### src/pkg/pef_pkg.sv
// Shared constants, types and pin tables for the port E function select block.
package pef_pkg;

   // ==========================================================
   // Register map (byte addresses on the APB word grid)
   localparam logic [11:0] PEF_OFS_FSEL1 = 12'h000;
   localparam logic [11:0] PEF_OFS_FSEL2 = 12'h004;
   localparam logic [11:0] PEF_OFS_DIR = 12'h008;
   localparam logic [11:0] PEF_OFS_STATUS = 12'h00c;

   // ==========================================================
   // Reset values and field layout
   localparam logic [15:0] PEF_FSEL_RST = 16'h0000;
   localparam logic [15:0] PEF_DIR_RST = 16'h0000;
   localparam int PEF_REG_W = 16;
   localparam int PEF_PIN_HI = 11;
   localparam int PEF_PIN_LO = 3;
   // Pins 11 to 8 live in bits 7:0 of the first register, pins 7 to 3 in bits 15:6 of the second.
   localparam int PEF_F1_MSB = 7;
   localparam int PEF_F1_LSB = 0;
   localparam int PEF_F2_MSB = 15;
   localparam int PEF_F2_LSB = 6;
   // Status bit positions.
   localparam int PEF_ST_DEBUG = 0;
   localparam int PEF_ST_BAD = 1;
   localparam int PEF_ST_FLASH = 2;

   // ==========================================================
   // Mode codes and alternate function kinds
   typedef enum logic [1:0] {
      PEF_M_PORT = 2'b00,
      PEF_M_TIMER = 2'b01,
      PEF_M_ALT10 = 2'b10,
      PEF_M_ALT11 = 2'b11
   } pef_mode_t;

   typedef enum logic [1:0] {
      PEF_K_IN = 2'b00,
      PEF_K_OUT = 2'b01,
      PEF_K_IO = 2'b10
   } pef_kind_t;

   // Per pin, index 11 down to 3: the one legal alternate code and its kind.
   localparam logic [11:3][1:0] PEF_ALT_CODE = {
      2'b11, 2'b10, 2'b11, 2'b10, 2'b10, 2'b10, 2'b10, 2'b10, 2'b10};
   localparam logic [11:3][1:0] PEF_ALT_KIND = {
      PEF_K_IN, PEF_K_OUT, PEF_K_IO, PEF_K_IO, PEF_K_IN, PEF_K_IO, PEF_K_OUT, PEF_K_IN, PEF_K_OUT};

   // ==========================================================
   // Peripheral bundles
   typedef struct packed {
      logic [11:3] port_out;
      logic [11:3] timer_out;
      logic serial2_transmit;
      logic serial3_transmit;
      logic serial2_clock_out;
      logic serial3_clock_out;
      logic dma1_request_acknowledge;
      logic jtag_tdo;
   } pef_to_pins_t;

   typedef struct packed {
      logic [11:3] port_in;
      logic [11:3] timer_in;
      logic serial2_receive;
      logic serial3_receive;
      logic serial2_clock_in;
      logic serial3_clock_in;
      logic jtag_tck;
   } pef_from_pins_t;

endpackage

### src/verilog/pef_sync2.sv
// Two-stage synchroniser for levels arriving from outside the clock domain.
module pef_sync2 import pef_pkg::*; #(
   parameter int W = 1
) (
   input wire logic pclk,
   input wire logic presetn,
   input wire logic ce,
   input wire logic [W-1:0] d,
   output logic [W-1:0] q
);

   logic [W-1:0] s1_r;
   logic [W-1:0] s1_nxt;
   logic [W-1:0] s2_r;
   logic [W-1:0] s2_nxt;

   // ==========================================================
   // Next values; the first stage feeds only the second.
   always_comb begin
      s1_nxt = ce ? d : s1_r;
      s2_nxt = ce ? s1_r : s2_r;
   end

   // Registers.
   always_ff @(posedge pclk or negedge presetn) begin
      if (!presetn) begin
         s1_r <= '0;
         s2_r <= '0;
      end else begin
         s1_r <= s1_nxt;
         s2_r <= s2_nxt;
      end
   end

   assign q = s2_r;

endmodule

### src/verilog/pef_pin_cell.sv
// One pad's function selector: port, timer, its alternate function or a forced debug use.
module pef_pin_cell import pef_pkg::*; #(
   parameter logic [1:0] ALT_CODE = 2'b10,
   parameter logic [1:0] ALT_KIND = 2'b00,
   parameter bit FORCE_OUT = 1'b0
) (
   input wire logic [1:0] mode,
   input wire logic dir,
   input wire logic port_out,
   input wire logic timer_out,
   input wire logic alt_out,
   input wire logic force_en,
   input wire logic force_out,
   output logic drv_out,
   output logic drv_oe,
   output logic sel_port,
   output logic sel_timer,
   output logic sel_alt,
   output logic bad
);

   // ==========================================================
   // Selection; a prohibited code releases the pad rather than guess a function.
   always_comb begin
      drv_out = 1'b0;
      drv_oe = 1'b0;
      sel_port = 1'b0;
      sel_timer = 1'b0;
      sel_alt = 1'b0;
      bad = 1'b0;
      if (force_en) begin
         drv_out = force_out;
         drv_oe = FORCE_OUT;
      end else begin
         case (pef_mode_t'(mode))
            PEF_M_PORT: begin
               sel_port = 1'b1;
               drv_out = port_out;
               drv_oe = dir;
            end
            PEF_M_TIMER: begin
               sel_timer = 1'b1;
               drv_out = timer_out;
               drv_oe = dir;
            end
            default: begin
               if (mode == ALT_CODE) begin
                  sel_alt = 1'b1;
                  drv_out = alt_out;
                  drv_oe = (ALT_KIND == PEF_K_OUT) ? 1'b1 : ((ALT_KIND == PEF_K_IO) ? dir : 1'b0);
               end else begin
                  bad = 1'b1;
               end
            end
         endcase
      end
   end

endmodule

### src/verilog/pef_top.sv
// Port E pins 11 to 3 function multiplexer with its APB register file.
// Summary of operation
// - Pin 11: 00 port, 01 timer 3D, 11 serial 3 receive; 10 forbidden.
// - Pin 10: 00 port, 01 timer 3C, 10 serial 2 transmit; 11 forbidden.
// - Pin 9: 00 port, 01 timer 3B, 11 serial 3 clock; 10 forbidden.
// - Pin 8: 00 port, 01 timer 3A, 10 serial 2 clock; 11 forbidden.
// - Pin 7: 00 port, 01 timer 2B, 10 serial 2 receive; 11 forbidden.
// - Pin 6: 00 port, 01 timer 2A, 10 serial 3 clock; 11 forbidden.
// - Pin 5: 00 port, 01 timer 1B, 10 serial 3 transmit; 11 forbidden.
// - Pin 4: 00 port, 01 timer 1A, 10 serial 3 receive; 11 forbidden.
// - Debug pin high forces pin 4 to be the JTAG clock input.
// - Pin 3: 00 port, 01 timer 0D, 10 DMA 1 acknowledge; 11 forbidden.
// - Debug pin high forces pin 3 to be the JTAG data output.
// - Both select registers are 16-bit and readable and writable.
// - Port and timer modes take pad direction from the direction register bit.
// - Debug forcing exists only in the flash version of the device.
//
// The implementer's own choices: the register offsets and the APB interface to the registers.
module pef_top import pef_pkg::*; #(
   parameter int ADDR_W = 12,
   parameter bit FLASH_VERSION = 1'b1
) (
   input wire logic pclk,
   input wire logic presetn,
   input wire logic ce,
   input wire logic psel,
   input wire logic penable,
   input wire logic pwrite,
   input wire logic [ADDR_W-1:0] paddr,
   input wire logic [31:0] pwdata,
   output logic [31:0] prdata,
   output logic pready,
   output logic pslverr,
   input wire logic debug_mode_pin,
   input wire logic [11:3] pad_in,
   output logic [11:3] pad_out,
   output logic [11:3] pad_oe,
   input wire pef_to_pins_t periph_o,
   output pef_from_pins_t periph_i
);

   logic [15:0] fsel1_r;
   logic [15:0] fsel1_nxt;
   logic [15:0] fsel2_r;
   logic [15:0] fsel2_nxt;
   logic [15:0] dir_r;
   logic [15:0] dir_nxt;
   logic [31:0] prdata_r;
   logic [31:0] prdata_nxt;
   logic pslverr_r;
   logic pslverr_nxt;
   logic [11:3] pad_out_r;
   logic [11:3] pad_out_nxt;
   logic [11:3] pad_oe_r;
   logic [11:3] pad_oe_nxt;
   pef_from_pins_t in_r;
   pef_from_pins_t in_nxt;
   logic dbg_sync;
   logic dbg_active;
   logic [11:3] pad_sync;
   logic [11:3][1:0] pin_mode;
   logic [11:3] alt_out;
   logic [11:3] force_en;
   logic [11:3] force_out;
   logic [11:3] drv_out;
   logic [11:3] drv_oe;
   logic [11:3] sel_port;
   logic [11:3] sel_timer;
   logic [11:3] sel_alt;
   logic [11:3] bad;
   logic any_bad;
   logic [ADDR_W-1:0] word_addr;
   logic wr_en;
   logic setup;

   // ==========================================================
   // Pad and debug pin synchronisers
   pef_sync2 #(.W(1)) u_dbg_sync (
      .pclk(pclk),
      .presetn(presetn),
      .ce(ce),
      .d(debug_mode_pin),
      .q(dbg_sync)
   );

   pef_sync2 #(.W(9)) u_pad_sync (
      .pclk(pclk),
      .presetn(presetn),
      .ce(ce),
      .d(pad_in),
      .q(pad_sync)
   );

   // The mask-ROM and ROM-less builds tie the forced debug use off entirely.
   assign dbg_active = dbg_sync & FLASH_VERSION;

   // ==========================================================
   // APB decode; the slave answers in the first access cycle while ce is high.
   assign word_addr = {paddr[ADDR_W-1:2], 2'b00};
   assign setup = psel & ~penable & ce;
   assign wr_en = psel & penable & pwrite & ce;
   assign pready = ce;

   // Register next values; stored only at the access edge of a write.
   always_comb begin
      fsel1_nxt = fsel1_r;
      fsel2_nxt = fsel2_r;
      dir_nxt = dir_r;
      if (wr_en) begin
         case (word_addr)
            ADDR_W'(PEF_OFS_FSEL1): fsel1_nxt = pwdata[PEF_REG_W-1:0];
            ADDR_W'(PEF_OFS_FSEL2): fsel2_nxt = pwdata[PEF_REG_W-1:0];
            ADDR_W'(PEF_OFS_DIR): dir_nxt = pwdata[PEF_REG_W-1:0];
            default: begin
               fsel1_nxt = fsel1_r;
            end
         endcase
      end
   end

   always_ff @(posedge pclk or negedge presetn) begin
      if (!presetn) begin
         fsel1_r <= PEF_FSEL_RST;
         fsel2_r <= PEF_FSEL_RST;
         dir_r <= PEF_DIR_RST;
      end else begin
         fsel1_r <= fsel1_nxt;
         fsel2_r <= fsel2_nxt;
         dir_r <= dir_nxt;
      end
   end

   // Read data and error are latched in the setup cycle so they leave flip-flops.
   always_comb begin
      prdata_nxt = prdata_r;
      pslverr_nxt = pslverr_r;
      if (setup) begin
         pslverr_nxt = 1'b0;
         case (word_addr)
            ADDR_W'(PEF_OFS_FSEL1): prdata_nxt = {16'h0000, fsel1_r};
            ADDR_W'(PEF_OFS_FSEL2): prdata_nxt = {16'h0000, fsel2_r};
            ADDR_W'(PEF_OFS_DIR): prdata_nxt = {16'h0000, dir_r};
            ADDR_W'(PEF_OFS_STATUS): begin
               prdata_nxt = 32'h00000000;
               prdata_nxt[PEF_ST_DEBUG] = dbg_active;
               prdata_nxt[PEF_ST_BAD] = any_bad;
               prdata_nxt[PEF_ST_FLASH] = FLASH_VERSION;
            end
            default: begin
               prdata_nxt = 32'h00000000;
               pslverr_nxt = 1'b1;
            end
         endcase
      end
   end

   always_ff @(posedge pclk or negedge presetn) begin
      if (!presetn) begin
         prdata_r <= 32'h00000000;
         pslverr_r <= 1'b0;
      end else begin
         prdata_r <= prdata_nxt;
         pslverr_r <= pslverr_nxt;
      end
   end

   assign prdata = prdata_r;
   assign pslverr = pslverr_r & psel & penable;

   // ==========================================================
   // Per-pin selection
   assign pin_mode = {fsel1_r[PEF_F1_MSB:PEF_F1_LSB], fsel2_r[PEF_F2_MSB:PEF_F2_LSB]};
   assign alt_out = {1'b0, periph_o.serial2_transmit, periph_o.serial3_clock_out,
                     periph_o.serial2_clock_out, 1'b0, periph_o.serial3_clock_out,
                     periph_o.serial3_transmit, 1'b0, periph_o.dma1_request_acknowledge};
   assign force_en = {7'h00, dbg_active, dbg_active};
   assign force_out = {8'h00, periph_o.jtag_tdo};

   // Each cell applies its pin's code table; direction bit steers port, timer and clock use.
   generate
      for (genvar i = PEF_PIN_LO; i <= PEF_PIN_HI; i++) begin : g_pin
         pef_pin_cell #(
            .ALT_CODE(PEF_ALT_CODE[i]),
            .ALT_KIND(PEF_ALT_KIND[i]),
            .FORCE_OUT(i == 3)
         ) u_cell (
            .mode(pin_mode[i]),
            .dir(dir_r[i]),
            .port_out(periph_o.port_out[i]),
            .timer_out(periph_o.timer_out[i]),
            .alt_out(alt_out[i]),
            .force_en(force_en[i]),
            .force_out(force_out[i]),
            .drv_out(drv_out[i]),
            .drv_oe(drv_oe[i]),
            .sel_port(sel_port[i]),
            .sel_timer(sel_timer[i]),
            .sel_alt(sel_alt[i]),
            .bad(bad[i])
         );
      end
   endgenerate

   assign any_bad = |bad;

   // ==========================================================
   // Pad drive and peripheral inputs. Receive lines idle high when no pad feeds them,
   // so a serial unit sees a quiet line instead of a false start bit.
   always_comb begin
      pad_out_nxt = ce ? drv_out : pad_out_r;
      pad_oe_nxt = ce ? drv_oe : pad_oe_r;
      in_nxt = in_r;
      if (ce) begin
         in_nxt.port_in = pad_sync;
         in_nxt.timer_in = pad_sync & sel_timer;
         in_nxt.serial3_receive = sel_alt[11] ? pad_sync[11] : (sel_alt[4] ? pad_sync[4] : 1'b1);
         in_nxt.serial2_receive = sel_alt[7] ? pad_sync[7] : 1'b1;
         in_nxt.serial3_clock_in = sel_alt[9] ? pad_sync[9] : (sel_alt[6] & pad_sync[6]);
         in_nxt.serial2_clock_in = sel_alt[8] & pad_sync[8];
         in_nxt.jtag_tck = dbg_active & pad_sync[4];
      end
   end

   always_ff @(posedge pclk or negedge presetn) begin
      if (!presetn) begin
         pad_out_r <= 9'h000;
         pad_oe_r <= 9'h000;
         in_r <= '{port_in: 9'h000, timer_in: 9'h000, serial2_receive: 1'b1,
                   serial3_receive: 1'b1, serial2_clock_in: 1'b0, serial3_clock_in: 1'b0,
                   jtag_tck: 1'b0};
      end else begin
         pad_out_r <= pad_out_nxt;
         pad_oe_r <= pad_oe_nxt;
         in_r <= in_nxt;
      end
   end

   assign pad_out = pad_out_r;
   assign pad_oe = pad_oe_r;
   assign periph_i = in_r;

   // ==========================================================
   // Assertions
   property p_pin11_rx;
      @(posedge pclk) disable iff (!presetn)
      (ce && fsel1_r[7:6] == 2'b11) |=> (!pad_oe[11] && periph_i.serial3_receive == $past(pad_sync[11]));
   endproperty
   a_pin11_rx: assert property (p_pin11_rx) else $error("pin 11 receive route wrong");

   property p_pin10_tx;
      @(posedge pclk) disable iff (!presetn)
      (ce && fsel1_r[5:4] == 2'b10) |=> (pad_oe[10] && pad_out[10] == $past(periph_o.serial2_transmit));
   endproperty
   a_pin10_tx: assert property (p_pin10_tx) else $error("pin 10 transmit route wrong");

   property p_pin9_clk;
      @(posedge pclk) disable iff (!presetn)
      (ce && fsel1_r[3:2] == 2'b11) |=> (pad_oe[9] == $past(dir_r[9]) &&
                                         pad_out[9] == $past(periph_o.serial3_clock_out));
   endproperty
   a_pin9_clk: assert property (p_pin9_clk) else $error("pin 9 clock route wrong");

   property p_pin8_clk;
      @(posedge pclk) disable iff (!presetn)
      (ce && fsel1_r[1:0] == 2'b10) |=> (pad_out[8] == $past(periph_o.serial2_clock_out) &&
                                         periph_i.serial2_clock_in == $past(pad_sync[8]));
   endproperty
   a_pin8_clk: assert property (p_pin8_clk) else $error("pin 8 clock route wrong");

   property p_pin7_rx;
      @(posedge pclk) disable iff (!presetn)
      (ce && fsel2_r[15:14] == 2'b10) |=> (!pad_oe[7] && periph_i.serial2_receive == $past(pad_sync[7]));
   endproperty
   a_pin7_rx: assert property (p_pin7_rx) else $error("pin 7 receive route wrong");

   property p_pin6_clk;
      @(posedge pclk) disable iff (!presetn)
      (ce && fsel2_r[13:12] == 2'b10) |=> pad_out[6] == $past(periph_o.serial3_clock_out);
   endproperty
   a_pin6_clk: assert property (p_pin6_clk) else $error("pin 6 clock route wrong");

   property p_pin5_tx;
      @(posedge pclk) disable iff (!presetn)
      (ce && fsel2_r[11:10] == 2'b10) |=> (pad_oe[5] && pad_out[5] == $past(periph_o.serial3_transmit));
   endproperty
   a_pin5_tx: assert property (p_pin5_tx) else $error("pin 5 transmit route wrong");

   property p_pin4_rx;
      @(posedge pclk) disable iff (!presetn)
      (ce && !dbg_active && fsel2_r[9:8] == 2'b10 && fsel1_r[7:6] != 2'b11) |=>
         periph_i.serial3_receive == $past(pad_sync[4]);
   endproperty
   a_pin4_rx: assert property (p_pin4_rx) else $error("pin 4 receive route wrong");

   property p_pin4_tck;
      @(posedge pclk) disable iff (!presetn)
      (ce && dbg_active) |=> (!pad_oe[4] && periph_i.jtag_tck == $past(pad_sync[4]));
   endproperty
   a_pin4_tck: assert property (p_pin4_tck) else $error("pin 4 not forced to debug clock");

   property p_pin3_ack;
      @(posedge pclk) disable iff (!presetn)
      (ce && !dbg_active && fsel2_r[7:6] == 2'b10) |=>
         (pad_oe[3] && pad_out[3] == $past(periph_o.dma1_request_acknowledge));
   endproperty
   a_pin3_ack: assert property (p_pin3_ack) else $error("pin 3 acknowledge route wrong");

   property p_pin3_tdo;
      @(posedge pclk) disable iff (!presetn)
      (ce && dbg_active) |=> (pad_oe[3] && pad_out[3] == $past(periph_o.jtag_tdo));
   endproperty
   a_pin3_tdo: assert property (p_pin3_tdo) else $error("pin 3 not forced to debug data out");

   property p_fsel_write;
      @(posedge pclk) disable iff (!presetn)
      (wr_en && word_addr == ADDR_W'(PEF_OFS_FSEL2)) |=> fsel2_r == $past(pwdata[15:0]);
   endproperty
   a_fsel_write: assert property (p_fsel_write) else $error("select register write lost");

   property p_port_dir;
      @(posedge pclk) disable iff (!presetn)
      (ce && fsel1_r[1] == 1'b0) |=> pad_oe[8] == $past(dir_r[8]);
   endproperty
   a_port_dir: assert property (p_port_dir) else $error("port or timer direction wrong");

   // The debug clock reaches the peripheral side only in the flash build with the debug pin high.
   property p_no_force;
      @(posedge pclk) disable iff (!presetn)
      (ce && !(FLASH_VERSION && dbg_sync)) |=> !periph_i.jtag_tck;
   endproperty
   a_no_force: assert property (p_no_force) else $error("debug forcing in non-flash build");

endmodule

### config.mk
export PLATFORM = sky130hd
export DESIGN_NAME = pef_top
export DESIGN_NICKNAME = d
export VERILOG_FILES = /design/src/pkg/pef_pkg.sv /design/src/verilog/pef_sync2.sv /design/src/verilog/pef_pin_cell.sv /design/src/verilog/pef_top.sv
export SDC_FILE = /design/constraint.sdc
export NUM_CORES = 1
export LEC_CHECK = 0
export BUFFER_PORTS_ARGS = -buffer_cell sky130_fd_sc_hd__buf_2
export CAP_MARGIN = 0
export CELL_PAD_IN_SITES_DETAIL_PLACEMENT = 1
export CELL_PAD_IN_SITES_GLOBAL_PLACEMENT = 2
export CORE_MARGIN = 1.5
export CORE_UTILIZATION = 38
export CTS_BUF_LIST = sky130_fd_sc_hd__clkbuf_8 sky130_fd_sc_hd__clkbuf_16
export DETAILED_ROUTE_END_ITERATION = 8
export PLACE_DENSITY_LB_ADDON = 0.25
export SLEW_MARGIN = 30
export SYNTH_ARGS = -nofsm -noshare
export SYNTH_HDL_FRONTEND = slang
export SYNTH_HIERARCHICAL = 1
export SYNTH_SLANG_ARGS = --single-unit
### constraint.sdc
create_clock -name pclk -period 4.1 [get_ports pclk]
set_input_delay 0.41 -clock pclk [delete_from_list [all_inputs] [get_ports pclk]]
set_output_delay 0.41 -clock pclk [all_outputs]
set_load 0.01 [all_outputs]
Word level (Yosys, flattened, before mapping)

Index checks and enable logic that the tools add are counted.

Add/sub/neg operators: 0
Multipliers: 0
Div/mod/pow operators: 0
Order comparisons: 0
Eq/ne operators: 21
Shift-type cells: 0
Multiplexer cells: 84
Bitwise logic cells: 12
Reduce and logical (&&, ||, !) cells: 24

Operators by type and width:

| operator                                              | number |
|---|---|
| 2-to-1 mux 1 bit                                      | 74 |
| one-hot mux 16 bit (4 select lines)                   | 1 |
| equality test 10 x 2 -> 1 bit (second input constant) | 2 |
| equality test 2 x 1 -> 1 bit (second input constant)  | 9 |
| equality test 2 bit (second input constant)           | 9 |
| logical NOT 2 bit                                     | 9 |
| one-hot mux 1 bit (2 select lines)                    | 9 |
| OR reduction 2 bit                                    | 9 |
| logical NOT 12 bit                                    | 1 |
| AND 1 bit                                             | 10 |
| equality test 10 x 1 -> 1 bit (second input constant) | 1 |
| AND 9 bit                                             | 1 |
| OR reduction 9 bit                                    | 1 |
| AND reduction 2 bit                                   | 3 |
| OR reduction 4 bit                                    | 1 |
| inverter 1 bit                                        | 1 |

Register bits: 142
Latch bits: 0
Memory bits (writable): 0
ROM bits: 0
Input bits: 84
Output and inout bits: 75
Logic and storage cells: 159
Memories: 0

Logic depth before layout (Yosys ltp)

Word-level depth: 6
Mapped depth: 6
Mapped depth without buffers: 4

Hierarchy

The synthesis kept the hierarchy.

Modules (own cells, without submodules):

| module                               | times used | cells an instance | area each (um^2) | seq. area each (um^2) |
|---|---|---|---|---|
| pef_top                              | 1          | 344               | 4,598.2          | 2,655.0 |
| pef_sync2 at u_pad_sync              | 1          | 38                | 721.9            | 450.4 |
| pef_pin_cell at g_pin[10].u_cell ... | 5          | 10                | 86.3             | 0.0 |
| pef_pin_cell at g_pin[4].u_cell ...  | 2          | 9                 | 77.6             | 0.0 |
| pef_pin_cell at g_pin[3].u_cell      | 1          | 11                | 92.6             | 0.0 |
| pef_sync2 at u_dbg_sync              | 1          | 4                 | 72.6             | 50.0 |
| pef_pin_cell at g_pin[11].u_cell     | 1          | 9                 | 71.3             | 0.0 |

Worst setup path before layout

OpenSTA, ideal clock, no wires.

Path type: input port to flip-flop
Start: in paddr[7]
End: reg fsel1_r[10]
Setup time: 0.125 ns
Arrival: 2.178 ns
Data required time: 3.975 ns
Slack: 1.797 ns
Stages on the path: 6
Path buffers: 3
Path through: or4_1 > buf_2 > or4b_1 > buf_6 > buf_12 > mux2_4

Longest elaborated chain between the ends: 2

Ends and longest elaborated chain:

| item                          | RTL line       | RTL |
|---|---|---|
| from (decl)                   | pef_top.sv:29  | `input wire logic [ADDR_W-1:0] paddr,` |
| logical NOT 12 bit            | pef_top.sv:110 | `case (word_addr)` |
| AND reduction 2 bit (no line) | --             |  |
| to (signal assigned)          | pef_top.sv:127 | `fsel1_r <= fsel1_nxt;` |
| to (decl)                     | pef_top.sv:42  | `logic [15:0] fsel1_r;` |

Every way passes these cells.
A chain may end at the register's enable or synchronous reset.

Worst setup path in the final report

Start: in paddr[7]
End: reg fsel1_r[6]

Same word-level chain as after synthesis.

==> impl_metrics.py <==
metrics = {
    "final_layout": {
        "fillers": 1760,
        "diodes": 0,
        "final_layout_size_suffix_gt1_share_pct": 46.40,
        "utilization_pct": 48.64,
        "finalInstanceArea_um2": 7670,
        "area_growth_syn_to_layout_pct": 26.24,
        "stdcell_count": 869,
        "num-nets-final": 724,
    },
    "route": {
        "drcViolationCount": 0,
        "wl_per_cell_um": 18.41,
        "dr.pass1.iters": 4,
        "first_iter_violations": 130,
        "viasPerCell": 4.953,
        "antenna_left": 0,
        "vias": 4304,
        "totalWireLength_um": 16000,
    },
    "global_route": {
        "track_usage_pct": 20.33,
        "grt_pass1_wl_um": 25430,
        "antenna_found_initial": 0,
        "grt_max_degree": 78,
        "first_global_vias": 4644,
        "overflow": 0,
    },
    "timing": {
        "tns_ps": 0,
        "rsz0062_at_grt": "no",
        "fin_crit_ps": 2366,
        "slew_headroom_pct": 36.09,
        "slew_violations": 0,
        "max_freq_ghz": 0.4227,
        "worst_pin_slew_ps": 958.7,
        "fin_crit_sh_pct": 57.70,
        "setup_viol": 0,
        "setup_ws_ps": 1734,
        "hold_slack_ps": -5.710,
        "hold_viol": 4,
        "fin_skew_ps": 7.527,
    },
    "critical_path": {
        "crit_family": "simple AND/OR/NAND/NOR gates",
        "path_buf_inv": 1,
        "crit_type": "in -> reg",
        "regToRegSetupSlack_ps": 2390,
        "r2r_cells": 4,
        "r2r-end": "prdata[1]",
        "worstPathArrival_ps": 2670,
        "crit_fanout": 16,
        "cp.required_ps": 4400,
        "path_depth": 4,
        "crit_path_start_kind": "input port",
        "cpPeakStageDelay_ps": 1070,
        "timing.rr.start": "u_dbg_sync/q",
        "cp-end-kind": "register",
        "crit_chain": "buf_2, or4_1, or4b_2, mux2_4",
        "cp_slowest_cell": "or4b_2",
    },
    "clock_network": {
        "cts_setup_buffers": 0,
        "htree_levels": 4,
        "cts_tree": "yes",
        "cts.repair.resized": 0,
        "clk_path_buf_depth": 2,
        "cts-root-buf": "clkbuf_16",
        "clock_sinks": 126,
        "clk_latency_ps": 420,
        "ctsHoldBuffers": 0,
        "clk_pin_slew_ps": 60,
        "cts-buffers-inserted": 17,
    },
    "yosys": {
        "ys_warn_count": 6,
        "synth_cells": 462,
        "synth.avg_cell_area_um2": 13.15,
        "synth.cell_area_um2": 6076,
    },
    "run_status": {
        "outcome": "complete, but fails checks",
        "violations": "hold timing",
    },
    "floorplanning": {
        "dieArea_um2": 16760,
        "core_um2": 15770,
        "placementRows": 46,
        "die_x_um": 129.4,
        "initial_core_util_pct": 38.53,
        "io_pins": 159,
        "die_y_um": 129.4,
    },
    "place": {
        "place.gp.congestion": 0.7340,
        "hpwl_um": 11140,
        "numPortBuffers": 124,
        "place_ws_ps": 1221,
        "place_area_um2": 7024,
        "place_inst": 837,
    },
    "power_and_ir_drop": {
        "switching_share_pct": 24.37,
        "p_leak_nw": 3.854,
        "p_comb_share_pct": 8.5,
        "pwr-share-seq_pct": 41.5,
        "intPower_mw": 2.464,
        "switchingPower_mw": 0.7939,
        "clkPwrFrac_pct": 50.0,
        "power_density_nw_per_um2": 424.7,
        "ir_worst_vdd_mv": 0.3302,
    },
    "min_path": {
        "worstHoldPathType": "in -> async",
    },
    "flow_run": {
        "maxCapViolCount": 0,
    },
}
==> area by class of cell <==
| cell class | count | area [µm²] | area share (%) |
|---|---|---|---|
| Clock inverter | 15 | 211.5 | 2.757 |
| Sequential cell | 126 | 3156 | 41.14 |
| Multi-Input combinational cell | 348 | 2858 | 37.26 |
| Timing Repair Buffer | 133 | 696.9 | 9.086 |
| Inverter | 14 | 52.55 | 0.6852 |
| Tap cell | 216 | 270.3 | 3.524 |
| Clock buffer | 17 | 425.4 | 5.546 |
==> registers in the layout, indices dropped and copies added (netlist names) <==
signal	cells
pad_out	9
fsel1_r	16
dir_r	16
u_pad_sync/s1_r	9
u_dbg_sync/s1_r	1
pslverr_r	1
u_dbg_sync/q	1
periph_i	23
prdata	16
pad_oe	9
fsel2_r	16
u_pad_sync/q	9
==> power by group through the flow <==
stage	clock network [mW]	registers [mW]	logic, mW
after floorplan	0	1.38	0.148
after global placement	0	1.37	0.272
after detailed placement	0	1.37	0.281
after CTS	1.66	1.35	0.282
after global routing	1.71	1.36	0.309
final	1.63	1.35	0.278
==> metal layers <==
layer,part of all wire (%),global-route usage [%],up-vias
li1,-,-,1986
met1,43,25.29,2206
met2,51,34.26,95
met3,4.9,6.235,17
met4,1.2,5.817,0
met5,0,0,-
==> worst max path at each step <==
stage                     startpoint          end  slack [ps]
after floorplan             paddr[7]  fsel1_r[10]        1800
after global placement      paddr[7]   fsel1_r[8]        1270
after detailed placement          ce    prdata[1]        1220
after CTS                         ce    prdata[1]        1690
after global routing        paddr[7]  fsel1_r[12]        1710
final                       paddr[7]   fsel1_r[6]        1730
==> layout by cell type (no fill, tap or decap), types with 4 or more instances in the layout <==
| master | count |
|---|---|
| mux2_4 | 26 |
| conb_1 | 65 |
| and2_2 | 9 |
| mux2_2 | 76 |
| a221oi_1 | 9 |
| clkinvlp_4 | 6 |
| nand2_1 | 13 |
| buf_4 | 10 |
| bufinv_16 | 4 |
| a221o_1 | 9 |
| dfrtp_1 | 124 |
| a22oi_1 | 9 |
| a211oi_1 | 5 |
| buf_2 | 122 |
| and4bb_4 | 7 |
| nand3_1 | 13 |
| a22o_1 | 5 |
| mux2i_1 | 5 |
| and3b_2 | 9 |
| clkbuf_16 | 17 |
| o2bb2ai_1 | 4 |
| nor3b_1 | 7 |
| nand4_1 | 10 |
| inv_1 | 14 |
| nor2_1 | 16 |
| o21ai_0 | 14 |
==> metrics by stage <==
step / hold WS, ps / power (mW)
final: -5.710 / 3.258
after global routing: 44.26 / 3.381
after CTS: 164.9 / 3.293
after detailed placement: 489.2 / 1.653
after global placement: 482.8 / 1.639
after floorplan: 114.4 / 1.524
No activity file was read; power rests on OpenSTA's default activity.
